**src/common/fuse_security_pkg.sv**
```systemverilog
// Constants and carrier types for the program security and fuse control block.
// Assumes an 8-bit register view placed on a 32-bit classic Wishbone slave.
package fuse_security_pkg;

    // ------------------------------------------------------------------
    // Register indices (byte address is four times the index)
    // ------------------------------------------------------------------
    localparam logic [15:0] FLASH_CONTROL_IDX        = 16'h00b2;
    localparam logic [15:0] FUSE_BURN_CONTROL_IDX    = 16'hffd1;
    localparam logic [15:0] FUSE_SETUP_CONTROL_IDX   = 16'hffd2;
    localparam logic [15:0] SECURITY_FUSE_STATUS_IDX = 16'hffd7;

    // ------------------------------------------------------------------
    // Field positions
    // ------------------------------------------------------------------
    localparam int PROGRAM_WRITE_ENABLE_BIT = 0;
    localparam int MASS_ERASE_ENABLE_BIT    = 1;
    localparam int PROTECT_LOCK_BIT         = 6;
    localparam int LEVEL0_FUSE_BIT          = 0;
    localparam int LEVEL1_FUSE_BIT          = 1;
    localparam int REQUEST_PIN_LEVEL_BIT    = 5;
    localparam int FUSE_PROGRAM_ENABLE_BIT  = 7;

    // ------------------------------------------------------------------
    // Magic values and reset values
    // ------------------------------------------------------------------
    localparam logic [7:0] FUSE_SETUP_VALUE  = 8'h54;
    localparam logic [7:0] FUSE_BURN_VALUE   = 8'ha6;
    localparam logic [7:0] SELECT_LEVEL0     = 8'h81;
    localparam logic [7:0] SELECT_LEVEL1     = 8'h82;
    localparam logic [7:0] REG_RESET_VALUE   = 8'h00;
    localparam logic [31:0] UNMAPPED_READ    = 32'h0000_0000;

    // ------------------------------------------------------------------
    // Timing
    // ------------------------------------------------------------------
    localparam int CLOCK_HZ      = 25_000_000;
    localparam int BURN_TIME_US  = 500;
    localparam int BURN_CYCLES   = (BURN_TIME_US * (CLOCK_HZ / 1_000_000));

    // ------------------------------------------------------------------
    // Carrier types
    // ------------------------------------------------------------------
    typedef enum logic [2:0] {
        OP_READ, OP_WRITE, OP_PAGE_ERASE, OP_MASS_ERASE, OP_CONTROL
    } flash_op_t;

    typedef struct packed {
        logic      valid;
        flash_op_t op;
        logic      page_zero;
    } flash_req_t;

endpackage

```
**src/rtl/program_security_fuse_control.sv**
```systemverilog
// Program and data protection: protect-lock bit, two fuse-backed security
// levels, fuse burn sequencer, flash write and mass-erase enables.
// Assumes one 25 MHz clock, a classic Wishbone master, an on-chip fuse sense
// and a flash controller that reports each byte written.
//
// Overview of operation
// - Protect-lock bit clears on reset, software may set it, zero writes ignored.
// - Level 0 takes effect only if protect-lock set and level-0 fuse blown.
// - Under level 0 the debug port may only perform bulk flash erase.
// - With protect-lock set, page-zero page erase is refused from both sources.
// - With protect-lock set, writes to page zero are suppressed from both sources.
// - A global flash erase also clears external data RAM, always.
// - Level 0 ends at any reset, which clears protect-lock, restoring debug control.
// - With protect-lock set, debug-port flash reads are refused.
// - Blown level-1 fuse disables the debug port permanently, no recovery.
// - Level-1 fuse is sampled at reset release, before boot, lockout applied.
// - Level-1 burn needs request pin high throughout; level-0 burn does not.
// - Read-only status bit shows request pin level; pin idles low.
// - Burn value 0xA6 starts the burn; any other value stops it.
// - Setup value 0x54 arms fuse control; other values are reserved.
// - Top bit of security register enables fuse programming when one.
// - Blown fuses are permanent; no write or reset overrides them.
// - Write-enable bit sends data-pointer moves to flash, self-clears per byte.
// - Writes to the write-enable bit are ignored while interrupts are enabled.
// - Mass-erase enable allows exactly one mass erase and must be rewritten.
`timescale 1ns/1ps

module program_security_fuse_control #(
    parameter int BURN_LIMIT_CYCLES = fuse_security_pkg::BURN_CYCLES
) (
    input  wire logic                           clock,
    input  wire logic                           rst,
    // Classic Wishbone slave
    input  wire logic                           wb_cyc_i,
    input  wire logic                           wb_stb_i,
    input  wire logic                           wb_we_i,
    input  wire logic [17:0]                    wb_adr_i,
    input  wire logic [3:0]                     wb_sel_i,
    input  wire logic [31:0]                    wb_dat_i,
    output logic      [31:0]                    wb_dat_o,
    output logic                                wb_ack_o,
    // Core status and flash controller
    input  wire logic                           irq_enabled,
    input  wire logic                           flash_byte_written,
    output logic                                movx_to_flash,
    // Fuse cells
    input  wire logic                           level0_fuse,
    input  wire logic                           level1_fuse,
    output logic      [1:0]                     fuse_burn,
    // External security-request pin
    input  wire logic                           request_pin,
    // Flash requests from processor and debug port
    input  wire fuse_security_pkg::flash_req_t  cpu_req,
    input  wire fuse_security_pkg::flash_req_t  dbg_req,
    output logic                                cpu_grant,
    output logic                                dbg_grant,
    output logic                                dbg_refused,
    output logic                                xram_clear,
    output logic                                debug_port_enable,
    output logic                                level0_active,
    output logic                                burn_overrun
);
    import fuse_security_pkg::*;

    // ------------------------------------------------------------------
    // Declarations
    // ------------------------------------------------------------------
    typedef enum logic [1:0] {BURN_IDLE, BURN_ARMED, BURN_ACTIVE} burn_state_t;

    burn_state_t state_q;
    burn_state_t state_d;
    logic        ack_q;
    logic [31:0] rdata_q;
    logic        protect_lock_q;
    logic        write_enable_q;
    logic        mass_erase_en_q;
    logic [7:0]  sec_ctl_q;
    logic [1:0]  burn_q;
    logic [1:0]  burn_d;
    logic        lockout_q;
    logic        boot_done_q;
    logic [2:0]  pin_sync_q;
    logic        pin_level_q;
    logic [31:0] burn_cnt_q;
    logic        overrun_q;

    // ------------------------------------------------------------------
    // Bus decode
    // ------------------------------------------------------------------
    wire        bus_req      = wb_cyc_i & wb_stb_i & ~ack_q;
    wire [15:0] reg_idx      = wb_adr_i[17:2];
    wire        wr_strobe    = bus_req & wb_we_i & wb_sel_i[0];
    wire [7:0]  wr_byte      = wb_dat_i[7:0];
    wire        hit_flash    = reg_idx == FLASH_CONTROL_IDX;
    wire        hit_burn     = reg_idx == FUSE_BURN_CONTROL_IDX;
    wire        hit_setup    = reg_idx == FUSE_SETUP_CONTROL_IDX;
    wire        hit_status   = reg_idx == SECURITY_FUSE_STATUS_IDX;
    wire        wr_flash     = wr_strobe & hit_flash;
    wire        wr_burn      = wr_strobe & hit_burn;
    wire        wr_setup     = wr_strobe & hit_setup;
    wire        wr_status    = wr_strobe & hit_status;

    // Write-only bits read back as zero
    wire [7:0] flash_rd  = {1'b0, protect_lock_q, 5'b0_0000, write_enable_q};
    wire [7:0] status_rd = {2'b00, pin_level_q, 3'b000, level1_fuse, level0_fuse};
    wire [31:0] rd_word  = hit_flash  ? {24'h00_0000, flash_rd}  :
                           hit_status ? {24'h00_0000, status_rd} :
                           UNMAPPED_READ;

    // ------------------------------------------------------------------
    // Security levels and request gating
    // ------------------------------------------------------------------
    wire level0_on = protect_lock_q & level0_fuse;

    // Decide whether one request may reach the flash array
    function automatic logic allow(input flash_req_t r, input logic from_dbg);
        logic ok;
        ok = r.valid;
        if (r.page_zero && protect_lock_q &&
            (r.op == OP_PAGE_ERASE || r.op == OP_WRITE)) begin
            ok = 1'b0;
        end
        if (r.op == OP_MASS_ERASE && !mass_erase_en_q) begin
            ok = 1'b0;
        end
        if (from_dbg) begin
            if (lockout_q) begin
                ok = 1'b0;
            end
            if (level0_on && r.op != OP_MASS_ERASE) begin
                ok = 1'b0;
            end
            if (protect_lock_q && r.op == OP_READ) begin
                ok = 1'b0;
            end
        end
        return ok;
    endfunction

    wire cpu_ok  = allow(cpu_req, 1'b0);
    wire dbg_ok  = allow(dbg_req, 1'b1);
    wire cpu_me  = cpu_ok & (cpu_req.op == OP_MASS_ERASE);
    wire dbg_me  = dbg_ok & (dbg_req.op == OP_MASS_ERASE);
    // Processor wins if both ask for the single armed mass erase
    wire dbg_win = dbg_ok & ~(dbg_me & cpu_me);

    assign cpu_grant         = cpu_ok;
    assign dbg_grant         = dbg_win;
    assign dbg_refused       = dbg_req.valid & ~dbg_win;
    assign xram_clear        = cpu_me | (dbg_me & dbg_win);
    assign level0_active     = level0_on;
    assign debug_port_enable = ~lockout_q;
    assign movx_to_flash     = write_enable_q;
    assign fuse_burn         = burn_q;
    assign wb_ack_o          = ack_q;
    assign wb_dat_o          = rdata_q;
    assign burn_overrun      = overrun_q;

    // ------------------------------------------------------------------
    // Burn sequencer
    // ------------------------------------------------------------------
    wire prog_en    = sec_ctl_q[FUSE_PROGRAM_ENABLE_BIT];
    wire sel0       = sec_ctl_q[LEVEL0_FUSE_BIT];
    wire sel1       = sec_ctl_q[LEVEL1_FUSE_BIT];
    wire one_select = sel0 ^ sel1;
    wire pin_ok     = ~sel1 | pin_level_q;

    always_comb begin
        state_d = state_q;
        burn_d  = burn_q;
        unique case (state_q)
            BURN_IDLE: begin
                if (wr_setup && wr_byte == FUSE_SETUP_VALUE) begin
                    state_d = BURN_ARMED;
                end
            end
            BURN_ARMED: begin
                if (wr_setup && wr_byte != FUSE_SETUP_VALUE) begin
                    state_d = BURN_IDLE;
                end else if (wr_burn && wr_byte == FUSE_BURN_VALUE &&
                             prog_en && one_select && pin_ok) begin
                    state_d = BURN_ACTIVE;
                    burn_d  = {sel1, sel0};
                end
            end
            BURN_ACTIVE: begin
                // A level-1 burn that loses the pin is cut short
                if ((wr_burn && wr_byte != FUSE_BURN_VALUE) || !pin_ok ||
                    !prog_en || wr_setup) begin
                    state_d = BURN_IDLE;
                    burn_d  = 2'b00;
                end
            end
        endcase
    end

    // ------------------------------------------------------------------
    // Bus slave
    // ------------------------------------------------------------------
    always_ff @(posedge clock or posedge rst) begin
        if (rst) begin
            ack_q   <= 1'b0;
            rdata_q <= UNMAPPED_READ;
        end else begin
            ack_q   <= bus_req;
            rdata_q <= bus_req ? rd_word : rdata_q;
        end
    end

    // ------------------------------------------------------------------
    // Flash control bits
    // ------------------------------------------------------------------
    always_ff @(posedge clock or posedge rst) begin
        if (rst) begin
            protect_lock_q <= 1'b0;
        end else if (wr_flash && wr_byte[PROTECT_LOCK_BIT]) begin
            protect_lock_q <= 1'b1;
        end
    end

    // A fresh set beats the self-clear in the same cycle
    always_ff @(posedge clock or posedge rst) begin
        if (rst) begin
            write_enable_q <= 1'b0;
        end else if (wr_flash && !irq_enabled) begin
            write_enable_q <= wr_byte[PROGRAM_WRITE_ENABLE_BIT];
        end else if (flash_byte_written) begin
            write_enable_q <= 1'b0;
        end
    end

    always_ff @(posedge clock or posedge rst) begin
        if (rst) begin
            mass_erase_en_q <= 1'b0;
        end else if (wr_flash) begin
            mass_erase_en_q <= wr_byte[MASS_ERASE_ENABLE_BIT];
        end else if (xram_clear) begin
            mass_erase_en_q <= 1'b0;
        end
    end

    // ------------------------------------------------------------------
    // Security register write side and sequencer state
    // ------------------------------------------------------------------
    always_ff @(posedge clock or posedge rst) begin
        if (rst) begin
            sec_ctl_q <= REG_RESET_VALUE;
        end else if (wr_status) begin
            sec_ctl_q <= wr_byte;
        end
    end

    always_ff @(posedge clock or posedge rst) begin
        if (rst) begin
            state_q <= BURN_IDLE;
            burn_q  <= 2'b00;
        end else begin
            state_q <= state_d;
            burn_q  <= burn_d;
        end
    end

    // Software owns the burn time; this only flags an over-long burn
    always_ff @(posedge clock or posedge rst) begin
        if (rst) begin
            burn_cnt_q <= 32'h0000_0000;
            overrun_q  <= 1'b0;
        end else if (state_q != BURN_ACTIVE) begin
            burn_cnt_q <= 32'h0000_0000;
            overrun_q  <= 1'b0;
        end else begin
            burn_cnt_q <= burn_cnt_q + 32'h0000_0001;
            overrun_q  <= burn_cnt_q >= 32'(2 * BURN_LIMIT_CYCLES);
        end
    end

    // ------------------------------------------------------------------
    // Request pin synchroniser
    // ------------------------------------------------------------------
    always_ff @(posedge clock or posedge rst) begin
        if (rst) begin
            pin_sync_q  <= 3'b000;
            pin_level_q <= 1'b0;
        end else begin
            pin_sync_q <= {pin_sync_q[1:0], request_pin};
            if (pin_sync_q[1] == pin_sync_q[2]) begin
                pin_level_q <= pin_sync_q[2];
            end
        end
    end

    // ------------------------------------------------------------------
    // Level-1 lockout
    // ------------------------------------------------------------------
    // Held locked through reset so nothing leaks before the fuse is read.
    // Fuse state is sensed at reset release and then held sticky in lockout_q, so nothing can undo it.
    always_ff @(posedge clock or posedge rst) begin
        if (rst) begin
            boot_done_q <= 1'b0;
            lockout_q   <= 1'b1;
        end else if (!boot_done_q) begin
            boot_done_q <= 1'b1;
            lockout_q   <= level1_fuse;
        end else begin
            lockout_q   <= lockout_q | level1_fuse;
        end
    end

endmodule

```
**config.mk**
```make
export PLATFORM = sky130hd
export DESIGN_NAME = program_security_fuse_control
export DESIGN_NICKNAME = d
export VERILOG_FILES = /design/src/common/fuse_security_pkg.sv /design/src/rtl/program_security_fuse_control.sv
export SDC_FILE = /design/constraint.sdc
export NUM_CORES = 1
export LEC_CHECK = 0
export BUFFER_PORTS_ARGS = -buffer_cell sky130_fd_sc_hd__buf_2
export CORE_ASPECT_RATIO = 2
export CORE_MARGIN = 10
export CORE_UTILIZATION = 50
export CTS_CLUSTER_SIZE = 20
export DETAILED_ROUTE_END_ITERATION = 10
export MAX_ROUTING_LAYER = met4
export PLACE_DENSITY = 0.9
export SETUP_SLACK_MARGIN = 0.4
export SLEW_MARGIN = 25
export SYNTH_ARGS = -nofsm -noshare
export SYNTH_HDL_FRONTEND = slang
export SYNTH_SLANG_ARGS = --single-unit
```
**constraint.sdc**
```tcl
create_clock -name clock -period 2.3 [get_ports clock]
set_input_delay 0.46 -clock clock [delete_from_list [all_inputs] [get_ports clock]]
set_output_delay 0.46 -clock clock [all_outputs]
set_load 0.05 [all_outputs]
```
==> run_results.csv <==
group,metric,value,unit
routing,drt_iter0_markers,90,
sta,hold_viol,0,
clocking,cts.path.max_buffers,2,
clocking,cts_tree,"done",
worst_setup_path,reg2reg_depth,8,
finish,synthToLayoutAreaGrowth,22.09,%
die,die_w,76.16,um
outcome,outcome,"complete, no violations",
worst_setup_path,worstPathArrival,1.52,ns
sta,rsz0062_at_grt,"true",
routing,ant_nets,0,
die,start_util,52.09,%
flow_run,drv_cap,0,
worst_setup_path,crit_fanout,4,
power,leakagePower,1.870,nW
finish,seq_area,1363,um2
sta,tightest_slew,0.5361,ns
finish,drive_gt1_share,31.41,%
hold_path,min_path_type,"input port to async pin",
yosys,synthTopCellsByArea,"dfrtp_1 42%, buf_4 6.7%, and2_1 5.0%",
place,dp_hpwl,6017,um
yosys,synth_area,3154,um2
worst_setup_path,critPathSlowestCell,"dfrtp_2",
die,die_area,10080,um2
yosys,yosysTopAreaCell,"dfrtp_1",
finish,multi_input_area,1738,um2
die,io_pins,117,
yosys,syn-instance-count,321,
worst_setup_path,required,1.84,ns
sta,period_needed,1.979,ns
yosys,synth.distinct_cells,50,
worst_setup_path,timing.rr.start,"burn_cnt_q[0]$_DFF_PP0_",
die,die_h,132.3,um
routing,via_per_inst,5.469,
sta,max_slew_margin,63.93,%
sta,tns,0,ns
clocking,htree_levels,2,
clocking,root_buffer,"clkbuf_16",
routing,vias,2636,
clocking,cts_buffers,5,
worst_setup_path,cpPeakStageDelay,0.43,ns
routing,detail_route.wl_per_cell,16.85,um
global_routing,grt_overflow,0,
global_routing,grt_pass1_vias,2792,
yosys,synthFlopType,"dfrtp_1",
worst_setup_path,path_cells,"nand2_2 -> mux2i_2 -> a21oi_1 -> o21a_1 -> buf_6",
yosys,synth_common_cells,"53 x dfrtp_1, 31 x nand2_1, 28 x buf_4, 25 x and2_1, 17 x xnor2_1",
worst_setup_path,critical_path.endpoint_type,"output port",
global_routing,grt_max_degree,36,
power,powerDensity,538.9,nW/um2
worst_setup_path,rr_endpoint,"burn_cnt_q[23]$_DFF_PP0_",
sta,fin_skew,0.005487,ns
sta,fin_crit_sh,86.06,%
global_routing,antenna_found_initial,0,
clocking,cts.sinks,54,
sta,final-setup-viol-count,0,
clocking,path_clk_slew,0.07,ns
yosys,ys_ff_latch,54,
yosys,synth.most_common_cell,"dfrtp_1",
yosys,synth_edf_count,0,
place,gp_congestion,0.9082,
yosys,ys_seq_area_share,42.88,%
routing,routed_wirelength,8124,um
worst_setup_path,crit_type,"register to output port",
clocking,clk_latency,0.30,ns
worst_setup_path,crit_path_start_kind,"register",
place,numPortBuffers,59,
place,pre_cts_slack,0.1938,ns
yosys,yosysWarnings,0,
routing,firstDrtPassIters,4,
global_routing,grt_usage,15.87,%
clocking,ctsHoldBuffers,0,
finish,n_fill_cell,478,
yosys,synthArstFlopShare,100.0,%
yosys,avgSynthCellArea,9.826,um2
finish,final_nets,476,
worst_setup_path,rrSetupSlack,0.38,ns
die,coreArea,6056,um2
sta,slew_viol_final,0,
routing,route.detailed.drc,0,
power,ir_drop,525.8,uV
sta,fin_ws,0.3207,ns
die,row_count,40,
yosys,synth_top_cell_area_share,42.05,%
global_routing,grt_pass1_wl,13030,um
finish,diodes,0,
sta,fmax,505.2,MHz
power by group:
group | switching, mW | leakage, nW | internal (mW)
clock network | 0.320 | 0.0739 | 0.432
registers | 0.0105 | 0.720 | 0.968
logic | 0.247 | 1.08 | 0.0985
total | 0.577 | 1.87 | 1.50
cells in the final DEF, fill, tap and decap left out, types with 10 or more instances in the layout:
master and instances:
buf_2 53, conb_1 29, dfrtp_1 45, nand4_1 12
nand2_1 29, o21ai_0 11, and2_1 24, nand3_1 12
buf_4 14, nor4_1 10, inv_1 12, xnor2_1 17
cell families (layout without fill, tap and decap cells):
| kind of cell | count (synthesis) | after routing | share of synthesized area [%] |
|---|---|---|---|
| muxes | 7 | 7 | 2.420 |
| other | 2 | 29 | 0.2381 |
| adders and majority gates | 7 | 7 | 2.618 |
| xor gates and xnor gates | 25 | 25 | 6.942 |
| AOI/OAI and AO/OA | 33 | 33 | 6.783 |
| buffers and inverters | 46 | 96 | 8.806 |
| and+or+nand+nor | 147 | 147 | 29.31 |
| DFF | 54 | 54 | 42.88 |
worst max-delay path, delay by kind of cell, from the launching register on:
family / cells / cell delay (ns)
flip-flops: 1 / 0.43
multiplexers: 1 / 0.21
AND/OR/NAND/NOR: 1 / 0.10
AO/OA/AOI/OAI: 2 / 0.32
buffers and inverters: 1 / 0.16
through the flow:
step	power (mW)	area (um2)	utilization (%)	std cells	hold WS, ns
finish	2.075	3851	63.60	482	0.1786
detailed placement	1.321	3547	58.57	468	0.3442
floorplan	1.265	3308	-	348	0.3312
CTS	2.088	3780	62.42	479	0.1843
global placement	1.307	3547	58.57	468	0.3367
global route	2.158	3851	63.60	482	0.2163
registers in the layout, indices dropped and copies added (netlist names):
name             count
burn_cnt_q          32
movx_to_flash        1
pin_level_q          1
protect_lock_q       1
pin_sync_q           3
wb_dat_o             4
mass_erase_en_q      1
lockout_q            1
burn_overrun         1
boot_done_q          1
wb_ack_o             1
sec_ctl_q            3
fuse_burn            2
state_q              2
worst max path at each step:
stage	startpoint	to	slack, ns	cells past startpoint
4_1_cts	dbg_req[0]	dbg_refused	0.34	7
3_5_place_dp	wb_adr_i[10]	movx_to_flash$_DFFE_PP0P_	0.19	7
5_1_grt	mass_erase_en_q$_DFFE_PP0P_	dbg_refused	0.23	5
2_1_floorplan	dbg_req[0]	dbg_refused	0.31	5
6_report	protect_lock_q$_DFFE_PP0P_	cpu_grant	0.32	5
3_3_place_gp	wb_adr_i[10]	movx_to_flash$_DFFE_PP0P_	0.20	7
cell type report:
type                            count  share of cell area (%)
Multi-Input combinational cell    248                   45.13
Sequential cell                    54                   35.38
Timing Repair Buffer               73                   11.47
Clock buffer                        7                   3.704
Tap cell                           84                   2.729
Inverter                           15                   1.462
Clock inverter                      1                  0.1300
timing repair:
action	4_1_cts	5_1_grt
setup buffers	3	3
gates resized for setup	17	19
pin swaps	6	9
endpoints found under the setup margin	5	10
routing by layer:
layer	GRT usage, %	up-vias	share of wire [%]
li1	-	1218	-
met1	14.03	1297	34
met2	29.55	106	57
met3	4.781	15	6.8
met4	7.380	0	2.3
met5	-	-	0
No activity file was read; power rests on OpenSTA's default activity.
